--- src/apmc_regs.svh ---
// Register offsets, field positions, reset values and timing figures of the power mode controller.
// Assumes a 25 MHz core clock and byte-wide register access from the serial front end.
`ifndef APMC_REGS_SVH
`define APMC_REGS_SVH

// Register offsets
`define APMC_OFS_QUIET_LEVEL 8'h25
`define APMC_OFS_QUIET_DUR 8'h26
`define APMC_OFS_RATE_SEL 8'h2C
`define APMC_OFS_OP_CTL 8'h2D

// Field positions
`define APMC_RATE_CODE_MSB 3
`define APMC_RATE_LP_BIT 4
`define APMC_OP_RUN_BIT 3
`define APMC_OP_DOZE_BIT 4
`define APMC_OP_CHAIN_BIT 5

// Reset values
`define APMC_RST_QUIET_LEVEL 8'h00
`define APMC_RST_QUIET_DUR 8'h00
`define APMC_RST_RATE_SEL 8'h0A
`define APMC_RST_OP_CTL 8'h00

// Rate codes
`define APMC_TOP_CODE 4'hF
`define APMC_SLEEP_CODE 4'h6
`define APMC_LP_MIN_CODE 4'h7
`define APMC_LP_MAX_CODE 4'hC

// Timing
`define APMC_CLK_HZ 25000000
`define APMC_TOP_RATE_HZ 3200
`define APMC_QUIET_UNIT_MS 1000

`endif

--- src/apmc_pkg.sv ---
// Types shared by the power mode controller and its sample rate generator.
// Assumes nothing beyond a SystemVerilog compiler.
package apmc_pkg;

    typedef logic [7:0] apmc_byte_t;    // One register byte
    typedef logic [3:0] apmc_rate_t;    // Output data rate code

    // Operating modes, one-hot
    typedef enum logic [2:0] {
        APMC_STANDBY = 3'b001,
        APMC_MEASURE = 3'b010,
        APMC_SLEEP = 3'b100
    } apmc_state_e;

    // Whole state of the controller
    typedef struct packed {
        apmc_state_e mode;          // Current operating mode
        apmc_byte_t quiet_level;    // Inactivity threshold
        apmc_byte_t quiet_dur;      // Inactivity time, seconds
        apmc_byte_t rate_sel;       // Rate code and reduced sampling enable
        apmc_byte_t op_ctl;         // Run, doze and chain bits
        apmc_byte_t rdata;          // Registered read data
        logic [31:0] sec_cnt;       // Cycles within the current quiet second
        apmc_byte_t quiet_secs;     // Whole quiet seconds seen
    } apmc_top_s;

    // Whole state of the rate generator
    typedef struct packed {
        logic [31:0] cnt;   // Cycles since last conversion
        logic phase;        // Odd/even conversion in normal mode
        logic conv;         // Conversion strobe
        logic samp;         // Output sample strobe
    } apmc_tick_s;

endpackage

--- src/apmc_tick_if.sv ---
// Link between the mode controller and its sample rate generator.
// Assumes both ends run on the same clock.
`timescale 1ns/10ps
interface apmc_tick_if;
    import apmc_pkg::*;

    logic run;              // Sensing enabled
    logic low_power;        // Reduced internal sampling
    apmc_rate_t rate_code;  // Output data rate code
    logic convert_tick;     // One-cycle conversion strobe
    logic sample_tick;      // One-cycle output sample strobe

    modport ctrl (output run, output low_power, output rate_code,
                  input convert_tick, input sample_tick);
    modport gen (input run, input low_power, input rate_code,
                 output convert_tick, output sample_tick);
endinterface

--- src/apmc_rate_tick.sv ---
// Sample rate generator: conversion and output sample strobes from a rate code.
// Assumes the controller holds run low whenever no measurement may be taken.
`timescale 1ns/10ps
`include "apmc_regs.svh"
module apmc_rate_tick #(
    parameter int BASE_DIV = `APMC_CLK_HZ / `APMC_TOP_RATE_HZ  // Cycles per sample at code 1111
) (
    input wire logic ref_clk,       // Core clock
    input wire logic rst,           // Asynchronous reset, active high
    apmc_tick_if.gen tk             // Controls in, strobes out
);
    import apmc_pkg::*;

    apmc_tick_s s_q;        // Registered state
    apmc_tick_s s_d;        // Next state
    logic [31:0] full;      // Cycles per output sample
    logic [31:0] period;    // Cycles per conversion

    // Each code step down doubles the period; normal mode converts twice per sample
    always_comb
    begin
        full = 32'(BASE_DIV) << (`APMC_TOP_CODE - tk.rate_code);
        period = tk.low_power ? full : (full >> 1);
        s_d = s_q;
        s_d.conv = 1'b0;
        s_d.samp = 1'b0;
        if (!tk.run)
        begin
            // Nothing is sampled while stopped
            s_d.cnt = 32'h0;
            s_d.phase = 1'b0;
        end
        else if (s_q.cnt >= period - 32'h1)
        begin
            // A rate change to a shorter period ends the current wait at once
            s_d.cnt = 32'h0;
            s_d.conv = 1'b1;
            if (tk.low_power)
            begin
                s_d.samp = 1'b1;
            end
            else
            begin
                s_d.phase = ~s_q.phase;
                s_d.samp = s_q.phase;
            end
        end
        else
        begin
            s_d.cnt = s_q.cnt + 32'h1;
        end
    end

    // State register
    always_ff @(posedge ref_clk or posedge rst)
    begin
        if (rst)
        begin
            s_q <= '0;
        end
        else
        begin
            s_q <= s_d;
        end
    end

    assign tk.convert_tick = s_q.conv;
    assign tk.sample_tick = s_q.samp;
endmodule // apmc_rate_tick

--- src/accel_power_mode_control.sv ---
// Power mode controller: standby, measurement and automatic sleep, plus rate selection.
// Assumes register accesses arrive from a serial front end on ref_clk, one byte per access,
// and that motion_level comes from sensing logic on the same clock.
`timescale 1ns/10ps
`include "apmc_regs.svh"
module accel_power_mode_control #(
    parameter int BASE_DIV = `APMC_CLK_HZ / `APMC_TOP_RATE_HZ,  // Cycles per 3200 Hz sample
    parameter int SECOND_CYCLES = (`APMC_CLK_HZ / 1000) * `APMC_QUIET_UNIT_MS // Cycles per second
) (
    input wire logic ref_clk,                   // Core clock, 25 MHz
    input wire logic rst,                       // Asynchronous reset, active high
    input wire apmc_pkg::apmc_byte_t reg_addr,  // Register offset
    input wire apmc_pkg::apmc_byte_t reg_wdata, // Write data
    input wire logic reg_we,                    // Write strobe, one cycle
    input wire logic reg_re,                    // Read strobe, one cycle
    output apmc_pkg::apmc_byte_t reg_rdata,     // Read data, valid the cycle after reg_re
    input wire apmc_pkg::apmc_byte_t motion_level, // Motion magnitude, read on sample_tick
    output logic sensing_on,                    // Sensing functions powered
    output logic sleep_active,                  // Automatic sleep in force
    output logic low_power_active,              // Reduced internal sampling in force
    output apmc_pkg::apmc_rate_t active_rate,   // Rate code in force
    output logic convert_tick,                  // Internal conversion strobe
    output logic sample_tick                    // Output data sample strobe
);
    import apmc_pkg::*;

    apmc_top_s s_q;         // Registered state
    apmc_top_s s_d;         // Next state
    apmc_tick_if tk ();     // Link to the rate generator
    logic run_bit;          // Run sampling bit
    logic doze_ok;          // Doze and chain both set
    logic moved;            // Motion above threshold on this sample
    logic quiet_done;       // Inactivity has lasted long enough
    logic lp_range;         // Rate code where reduced sampling pays off

    // Decoded control bits
    always_comb
    begin
        run_bit = s_q.op_ctl[`APMC_OP_RUN_BIT];
        // Chaining is required too, so sleep only follows the inactivity function
        doze_ok = s_q.op_ctl[`APMC_OP_DOZE_BIT] & s_q.op_ctl[`APMC_OP_CHAIN_BIT];
        moved = tk.sample_tick && (motion_level > s_q.quiet_level);
        quiet_done = (s_q.quiet_secs >= s_q.quiet_dur);
        lp_range = (s_q.rate_sel[`APMC_RATE_CODE_MSB:0] >= `APMC_LP_MIN_CODE) &&
                   (s_q.rate_sel[`APMC_RATE_CODE_MSB:0] <= `APMC_LP_MAX_CODE);
    end

    // Next state: register access, mode machine, inactivity timing
    always_comb
    begin
        s_d = s_q;

        // Writes are taken in every mode, standby included
        if (reg_we)
        begin
            if (reg_addr == `APMC_OFS_QUIET_LEVEL)
            begin
                s_d.quiet_level = reg_wdata;
            end
            else if (reg_addr == `APMC_OFS_QUIET_DUR)
            begin
                s_d.quiet_dur = reg_wdata;
            end
            else if (reg_addr == `APMC_OFS_RATE_SEL)
            begin
                s_d.rate_sel = reg_wdata;
            end
            else if (reg_addr == `APMC_OFS_OP_CTL)
            begin
                s_d.op_ctl = reg_wdata;
            end
        end

        // Reads are captured so the data leaves a flip-flop; unmapped reads give zero
        if (reg_re)
        begin
            if (reg_addr == `APMC_OFS_QUIET_LEVEL)
            begin
                s_d.rdata = s_q.quiet_level;
            end
            else if (reg_addr == `APMC_OFS_QUIET_DUR)
            begin
                s_d.rdata = s_q.quiet_dur;
            end
            else if (reg_addr == `APMC_OFS_RATE_SEL)
            begin
                s_d.rdata = s_q.rate_sel;
            end
            else if (reg_addr == `APMC_OFS_OP_CTL)
            begin
                s_d.rdata = s_q.op_ctl;
            end
            else
            begin
                s_d.rdata = 8'h00;
            end
        end

        // Quiet-time bookkeeping: standby or motion restarts it, otherwise whole seconds accumulate
        if (s_q.mode == APMC_STANDBY || moved)
        begin
            s_d.sec_cnt = 32'h0;
            s_d.quiet_secs = 8'h00;
        end
        else if (s_q.sec_cnt >= 32'(SECOND_CYCLES) - 32'h1)
        begin
            s_d.sec_cnt = 32'h0;
            // Saturate so a long quiet spell never wraps back to zero
            if (s_q.quiet_secs != 8'hFF)
            begin
                s_d.quiet_secs = s_q.quiet_secs + 8'h01;
            end
        end
        else
        begin
            s_d.sec_cnt = s_q.sec_cnt + 32'h1;
        end

        // Mode machine; no branch touches the configuration registers
        case (s_q.mode)
            APMC_STANDBY:
            begin
                if (run_bit)
                begin
                    s_d.mode = APMC_MEASURE;
                end
            end
            APMC_MEASURE:
            begin
                if (!run_bit)
                begin
                    s_d.mode = APMC_STANDBY;
                end
                else if (doze_ok && !moved && quiet_done)
                begin
                    s_d.mode = APMC_SLEEP;
                end
            end
            APMC_SLEEP:
            begin
                if (!run_bit)
                begin
                    s_d.mode = APMC_STANDBY;
                end
                else if (!doze_ok || moved)
                begin
                    // Motion or a cleared doze or chain bit wakes to full measurement
                    s_d.mode = APMC_MEASURE;
                end
            end
            default:
            begin
                s_d.mode = APMC_STANDBY;
            end
        endcase
    end

    // State register; reset lands in standby with sensing off
    always_ff @(posedge ref_clk or posedge rst)
    begin
        if (rst)
        begin
            s_q.mode <= APMC_STANDBY;
            s_q.quiet_level <= `APMC_RST_QUIET_LEVEL;
            s_q.quiet_dur <= `APMC_RST_QUIET_DUR;
            s_q.rate_sel <= `APMC_RST_RATE_SEL;
            s_q.op_ctl <= `APMC_RST_OP_CTL;
            s_q.rdata <= 8'h00;
            s_q.sec_cnt <= 32'h0;
            s_q.quiet_secs <= 8'h00;
        end
        else
        begin
            s_q <= s_d;
        end
    end

    // Rate generator controls; sleep forces a slow code and drops reduced sampling
    always_comb
    begin
        tk.run = (s_q.mode != APMC_STANDBY);
        if (s_q.mode == APMC_SLEEP)
        begin
            tk.rate_code = `APMC_SLEEP_CODE;
            tk.low_power = 1'b0;
        end
        else
        begin
            tk.rate_code = s_q.rate_sel[`APMC_RATE_CODE_MSB:0];
            // Outside 12.5-400 Hz reduced sampling would save nothing, so it is not applied
            tk.low_power = s_q.rate_sel[`APMC_RATE_LP_BIT] && lp_range;
        end
    end

    // Sample rate generator
    apmc_rate_tick #(
        .BASE_DIV(BASE_DIV)
    ) u_rate (
        .ref_clk(ref_clk),
        .rst(rst),
        .tk(tk.gen)
    );

    // Outputs
    assign reg_rdata = s_q.rdata;
    assign sensing_on = tk.run;
    assign sleep_active = (s_q.mode == APMC_SLEEP);
    assign low_power_active = tk.low_power;
    assign active_rate = tk.rate_code;
    assign convert_tick = tk.convert_tick;
    assign sample_tick = tk.sample_tick;
endmodule // accel_power_mode_control

--- config.mk ---
export PLATFORM = sky130hd
export DESIGN_NAME = accel_power_mode_control
export DESIGN_NICKNAME = d
export VERILOG_FILES = /design/src/apmc_pkg.sv /design/src/apmc_tick_if.sv /design/src/apmc_rate_tick.sv /design/src/accel_power_mode_control.sv
export VERILOG_INCLUDE_DIRS = /design/src /design/src/src
export SDC_FILE = /design/constraint.sdc
export NUM_CORES = 1
export LEC_CHECK = 0
export BUFFER_PORTS_ARGS = -buffer_cell sky130_fd_sc_hd__buf_2
export CAP_MARGIN = 20
export CORE_ASPECT_RATIO = 0.6
export CORE_MARGIN = 2
export CORE_UTILIZATION = 28
export DETAILED_ROUTE_END_ITERATION = 16
export GPL_TIMING_DRIVEN = 0
export PLACE_DENSITY_LB_ADDON = 0.08
export SLEW_MARGIN = 10
export SYNTH_ARGS = -nofsm -noshare
export SYNTH_HDL_FRONTEND = slang
export SYNTH_SLANG_ARGS = --single-unit
--- constraint.sdc ---
create_clock -name ref_clk -period 4.35 [get_ports ref_clk]
set_input_delay 0.87 -clock ref_clk [delete_from_list [all_inputs] [get_ports ref_clk]]
set_output_delay 0.87 -clock ref_clk [all_outputs]
set_load 0.01 [all_outputs]
Yosys cells after proc, flatten, opt, wreduce, memory -nomap -nowiden
Index checks and enable logic that the tools add are counted.
- register bits: 118
- input port bits: 28
- output and inout port bits: 17
- word-level logic and storage cells: 84
- $add $sub $neg: 5
- order comparisons: 6
- equality and inequality tests: 14
- shift-type cells: 1
- multiplexer cells: 23
- bitwise logic cells: 5
- reduce and logical (&&, ||, !) cells: 18
- operators with widths (kind ; number):
    $mux 32 ; 3
    $add 32x1->32 const B ; 2
    $mux 8 ; 6
    $mux 40 ; 1
    $mux 33 ; 1
    $eq 8x6->1 const B ; 4
    $ge 32x25->1 const B ; 1
    $ge 32x32->1 ; 1
    $shl 13x4->32 const A ; 1
    $sub 32x1->32 const B ; 1
    $mux 3 ; 6
    $pmux 3 s3 ; 1
    $add 8x1->8 const B ; 1
    $ge 8x8->1 ; 1
    $gt 8x8->1 ; 1
    $ne 8x8->1 const B ; 1
    $ne 2x2->1 const B ; 3
    $reduce_and 2->1 ; 3
    $reduce_and 3->1 ; 2
    $logic_and 1x1->1 ; 5
    $reduce_and 5->1 ; 1
    $ge 4x3->1 const B ; 1
    $le 4x4->1 const B ; 1
    $mux 4 ; 1
    other kinds (15) ; 23

Logic depth before layout (Yosys ltp)
- depth in word-level cells: 9
- mapped depth: 19

Hierarchy
From an unflattened synthesis, not the netlist that was laid out.
- cell total of the unflattened synthesis: 810
- area total of the unflattened synthesis: 7497.2 um^2
- modules (own cells, without submodules) (module ; times used ; cells an instance ; area each (um^2)):
    accel_power_mode_control ; 1 ; 406 ; 4296.6
    apmc_rate_tick ; 1 ; 404 ; 3200.6

Worst setup path after synthesis
No wires, ideal clock.
- kind: register to register
- from: register s_q[57] (netlist bit)
- to: register u_rate.s_q[13] (netlist bit)
- setup time: 0.136 ns
- arrival time: 3.878 ns
- data required time: 4.214 ns
- path slack: 0.336 ns
- cell stages (with the launch flop): 19
- buffers on the path: 5
- period minus slack after synthesis: 4.014 ns
- path through: dfstp_2 clkbuf_1 clkbuf_1 clkbuf_1 nand4_1 ha_1 clkbuf_1 o21ai_0 nor3_1 xor2_1 nand2_1 ha_1 a21oi_1 o21ai_0 o2111a_1 o21ai_0 a21oi_1 clkbuf_1 nor3_1
- RTL lines (element ; RTL line ; RTL):
    from (decl) ; accel_power_mode_control.sv:27 ; apmc_top_s s_q;
    to (signal assigned) ; apmc_rate_tick.sv:59 ; s_q <= '0;
    to (signal assigned) ; apmc_rate_tick.sv:63 ; s_q <= s_d;
    to (decl) ; apmc_rate_tick.sv:14 ; apmc_tick_s s_q;

==> impl_summary.log <==
[metrics] achievable frequency: 238 MHz
[metrics] warning count from the yosys run: 0
[metrics] Area Overhead vs Synth: 20.0%
[metrics] number of setup violations in the final report: 0
[metrics] die boundary width: 211 µm
[metrics] ports placed on the boundary: 45
[metrics] via count of the routed design: 5963
[metrics] area of the die: 27100 µm²
[metrics] most instantiated flip-flop cell in the synthesis netlist: sky130_fd_sc_hd__dfrtp_1
[metrics] slew margin rel.: 0.314
[metrics] WP data arrival: 4.48 ns
[metrics] number of instances in the synthesized netlist: 776
[metrics] Slew Limit Fails: 0
[metrics] slowest cell delay on critical path: 0.43 ns
[metrics] CTS root buf: sky130_fd_sc_hd__clkbuf_16
[metrics] crit-path cells: or3b_4 > nand2_4 > clkinvlp_4 > nand4_1 > ha_2 > buf_2 > o21ai_1 > nor3_2 > xor2_1 > nand2_1 > ha_1 > a21oi_1 > o21ai_2 > a311o_1 > o21ai_1 > a21oi_2 > clkbuf_4 > nor3_1
[metrics] Max-cap violations: 0
[metrics] netlist area before placement: 7210 µm²
[metrics] Post-Synth XOR/XNOR Area: 0.0741
[metrics] number of nets in the layout: 933
[metrics] global-route total usage across every layer: 0.171
[metrics] number of buffer cells added on primary ports: 43
[metrics] Critical Path Slowest Stage Cell: sky130_fd_sc_hd__or3b_4
[metrics] routed wire length per instance: 18.0 µm
[metrics] DRT antenna net count: 0
[metrics] worst min path class: input pin to async pin
[metrics] Floorplan Core Area: 25300 µm²
[metrics] cts bufs inserted: 17
[metrics] synthesized-area fraction occupied by and/or/nand/nor cells: 0.220
[metrics] insertion delay of the later-clocked pin in the worst-skew pair: 0.43 ns
[metrics] TritonCTS clock tree: built
[metrics] clk buf depth: 2
[metrics] top cell family by delay on the critical path: compound AO/OA/AOI/OAI gates
[metrics] number of placement rows: 45
[metrics] reported leakage power: 0.00379 µW
[metrics] final number of hold-violating endpoints: 0
[metrics] Required @ worst endpoint: 4.63 ns
[metrics] timing endpoint of the critical path: u_rate.s_q[20]
[metrics] capture instance of the worst register-to-register path: u_rate.s_q[20]
[metrics] Vert. Die Dim: 128 µm
[metrics] number of DRC violations after detailed-routing iteration 0: 468
[metrics] number of synthesized flops with an enable pin: 0
[metrics] ratio of cells with drive above 1 in the final layout: 0.188
[metrics] via count of the first global-routing pass: 5786
[metrics] Pre-antenna DRT Iters: 5
[metrics] path type of the worst setup path: register to register
[metrics] final critical-path required period: 4.20 ns
[metrics] Critical Path Fanout Max: 10
[metrics] library cells used by synthesis: 69
[metrics] compound-gate portion of the synthesized area: 0.124
[metrics] number of buffer and inverter stages on the critical path: 3
[metrics] RSZ-0062 raised after global routing: false
[metrics] number of antenna violations at the first check in global routing: 0
[metrics] final estimated routing congestion in global placement: 0.845
[metrics] number of clock sinks: 118
[metrics] Critical Path Stages: 18
[metrics] sort of element at the start of the critical path: register
[metrics] clock transition at the registers of the reported paths: 0.06 ns
[metrics] Remaining Overflow, GRT: 0
[metrics] Register-to-Register Setup Slack: 0.15 ns
[metrics] largest net degree at the start of global routing: 81
[metrics] library cell appearing most often on the critical path: sky130_fd_sc_hd__o21ai_1
[metrics] Final Instance Count excl. Fillers: 1196
[metrics] post-synthesis adder-cell area fraction: 0.0885
[metrics] run status: finished clean
[metrics] half-perimeter wire length after detailed placement: 16000 µm
[metrics] detailed-route wire length: 21500 µm
[metrics] Worst Max-Slew Pin Slew: 1.02 ns
[metrics] level count of the clock H-tree: 4
[metrics] Cell Count Post-Placement: 1161
[metrics] dominant combinational cell family by area after synthesis: simple AND/OR/NAND/NOR gates
[metrics] Register-to-Register Path Depth: 18
[metrics] sequential area share after synthesis: 0.410
[metrics] remaining routing DRC violations: 0
[metrics] Avg Vias per Cell: 4.99
[metrics] fraction of synthesized cell area taken by the top area cell type: 0.399
[metrics] start point of the critical path: s_q[82]
[metrics] dominant cells by area after synthesis: sky130_fd_sc_hd__dfrtp_1, sky130_fd_sc_hd__ha_1, sky130_fd_sc_hd__nor2_1, sky130_fd_sc_hd__nand2_1, sky130_fd_sc_hd__xor2_1
[metrics] proportion of register bits with asynchronous set or reset after synthesis: 1.00
[metrics] clk_skew: 0.00931 ns
[metrics] multiplexer area fraction after synthesis: 0.0359
[metrics] Initial Utilization: 0.285
[metrics] share of the clock period used by the worst path: 0.966
[metrics] global-route wire length before repair: 34800 µm
[metrics] post-synthesis sequential element count: 118
[metrics] largest vdd supply drop: 160 µV
[metrics] post-synthesis average cell area: 9.29 µm²
[metrics] Inserted Diodes: 0
[metrics] power per unit of standard cell area: 328 nW/µm²
[metrics] category of the worst setup path capture point: register
[metrics] Yosys top cell by area: sky130_fd_sc_hd__dfrtp_1
[metrics] count of fill cells added during filler insertion: 2601
[metrics] beginning of the worst register-to-register path: s_q[82]
[metrics] Total Negative Setup Slacks: 0 ns
layout make-up:
type                       instances  area (µm²)  share of cell area
clock inverter                    12         128              0.0148
sequential                       118        2960               0.342
tap                              329         412              0.0476
buffer                            37         219              0.0253
clock buffer                      20         447              0.0516
multi-input combinational        593        4050               0.469
timing repair buffer              50         288              0.0333
inverter                          37         148              0.0171
logic make-up after synthesis:
logic type | Yosys count
flip-flops | 118
multiplexers | 23
XOR/XNOR | 61
other | 2
AO/OA/AOI/OAI | 131
AND/OR/NAND/NOR | 315
adder cells (fa/ha/maj) | 51
buffers and inverters | 75
metal layers:
layer	track usage	part of all wire	vias up
met1	0.281	0.58	2863
met5	0	0	-
met3	0.0500	0.062	22
met2	0.199	0.35	146
li1	-	-	2932
met4	0.0592	0.014	0
power by group:
part | internal, µW | switching (µW) | total [µW] | leakage [µW]
sequential | 1130 | 22.9 | 1150 | 0.00156
clock | 855 | 542 | 1400 | 0.000273
combinational | 101 | 187 | 288 | 0.00195
total | 2080 | 753 | 2840 | 0.00379
flip-flops by register name (all words and copies together) (netlist names):
register,flops
reg_rdata,8
run_bit,1
s_q,74
u_rate.s_q,33
u_rate.tk.convert_tick,1
u_rate.tk.sample_tick,1
cell usage in the layout (no fill, tap or decap), types with 4 or more instances in the layout:
master / instances
sky130_fd_sc_hd__nand2_1: 71
sky130_fd_sc_hd__nor3_1: 34
sky130_fd_sc_hd__a222oi_1: 9
sky130_fd_sc_hd__nand3_1: 36
sky130_fd_sc_hd__dfrtp_1: 115
sky130_fd_sc_hd__nand4_1: 19
sky130_fd_sc_hd__and4_1: 9
sky130_fd_sc_hd__nand2b_1: 9
sky130_fd_sc_hd__clkbuf_2: 4
sky130_fd_sc_hd__xor2_1: 31
sky130_fd_sc_hd__a31oi_1: 13
sky130_fd_sc_hd__nor3b_1: 7
sky130_fd_sc_hd__clkbuf_1: 11
sky130_fd_sc_hd__a21oi_1: 28
sky130_fd_sc_hd__buf_4: 17
sky130_fd_sc_hd__clkinv_2: 4
sky130_fd_sc_hd__clkbuf_16: 17
sky130_fd_sc_hd__and3_1: 8
sky130_fd_sc_hd__nor3_2: 10
sky130_fd_sc_hd__nor4_1: 7
sky130_fd_sc_hd__inv_1: 33
sky130_fd_sc_hd__o21a_1: 5
sky130_fd_sc_hd__buf_2: 49
sky130_fd_sc_hd__a21o_1: 4
sky130_fd_sc_hd__and2_1: 5
sky130_fd_sc_hd__o21ai_0: 31
sky130_fd_sc_hd__mux2_2: 23
sky130_fd_sc_hd__clkinvlp_4: 5
sky130_fd_sc_hd__xnor2_1: 30
sky130_fd_sc_hd__ha_1: 50
sky130_fd_sc_hd__conb_1: 12
sky130_fd_sc_hd__nor2_1: 78
what timing repair did:
action | CTS | global route
buffers inserted | 3 | 1
gates resized for setup | 21 | 29
pin swaps | 2 | 0
setup endpoints to repair | 35 | 35
hold buffers | 0 | 0
endpoints found under the hold margin | 0 | 0
cell usage after synthesis (all sizes together) (2+ instances only):
cell type	instances
nand4	19
nand4b	2
nor2	80
or3	2
a222oi	9
inv	35
a211oi	2
a31oi	13
buf	18
o22ai	2
a21oi	29
and3b	2
and4	9
nor4b	4
o31ai	2
o211ai	3
nor4	9
ha	51
o31a	2
a221o	3
nor2b	2
a221oi	3
mux2	23
clkbuf	20
o21ai	34
and3	8
dfstp	3
nand3	36
nor3b	7
xnor2	30
dfrtp	115
a21o	4
xor2	31
nand2	73
conb	2
nor3	44
and2	5
or4	2
clkinv	2
nand2b	9
o21a	5
worst min-delay path by stage:
stage	from	endpoint	slack (ns)	depth (start not counted)
floorplan	run_bit	s_q[80]	0.44	1
global placement	s_q[8]	s_q[8]	0.49	1
detailed placement	s_q[8]	s_q[8]	0.49	1
CTS	rst	s_q[16]	0.44	2
global route	rst	s_q[16]	0.45	2
finish	rst	s_q[16]	0.45	2
through the flow:
step / worst slack (ns) / total power [µW] / utilization / area, µm² / hold slack, ns
after floorplan: 0.336 / 1340 / - / 7250 / 0.438
after detailed placement: -1.48 / 1450 / 0.314 / 7930 / 0.490
after global placement: -1.63 / 1450 / 0.311 / 7870 / 0.490
after CTS: 0.0174 / 2870 / 0.339 / 8570 / 0.441
final: 0.148 / 2840 / 0.342 / 8650 / 0.446
after global routing: 0.00827 / 2970 / 0.342 / 8650 / 0.450
Power figures use the tool's default switching activity.
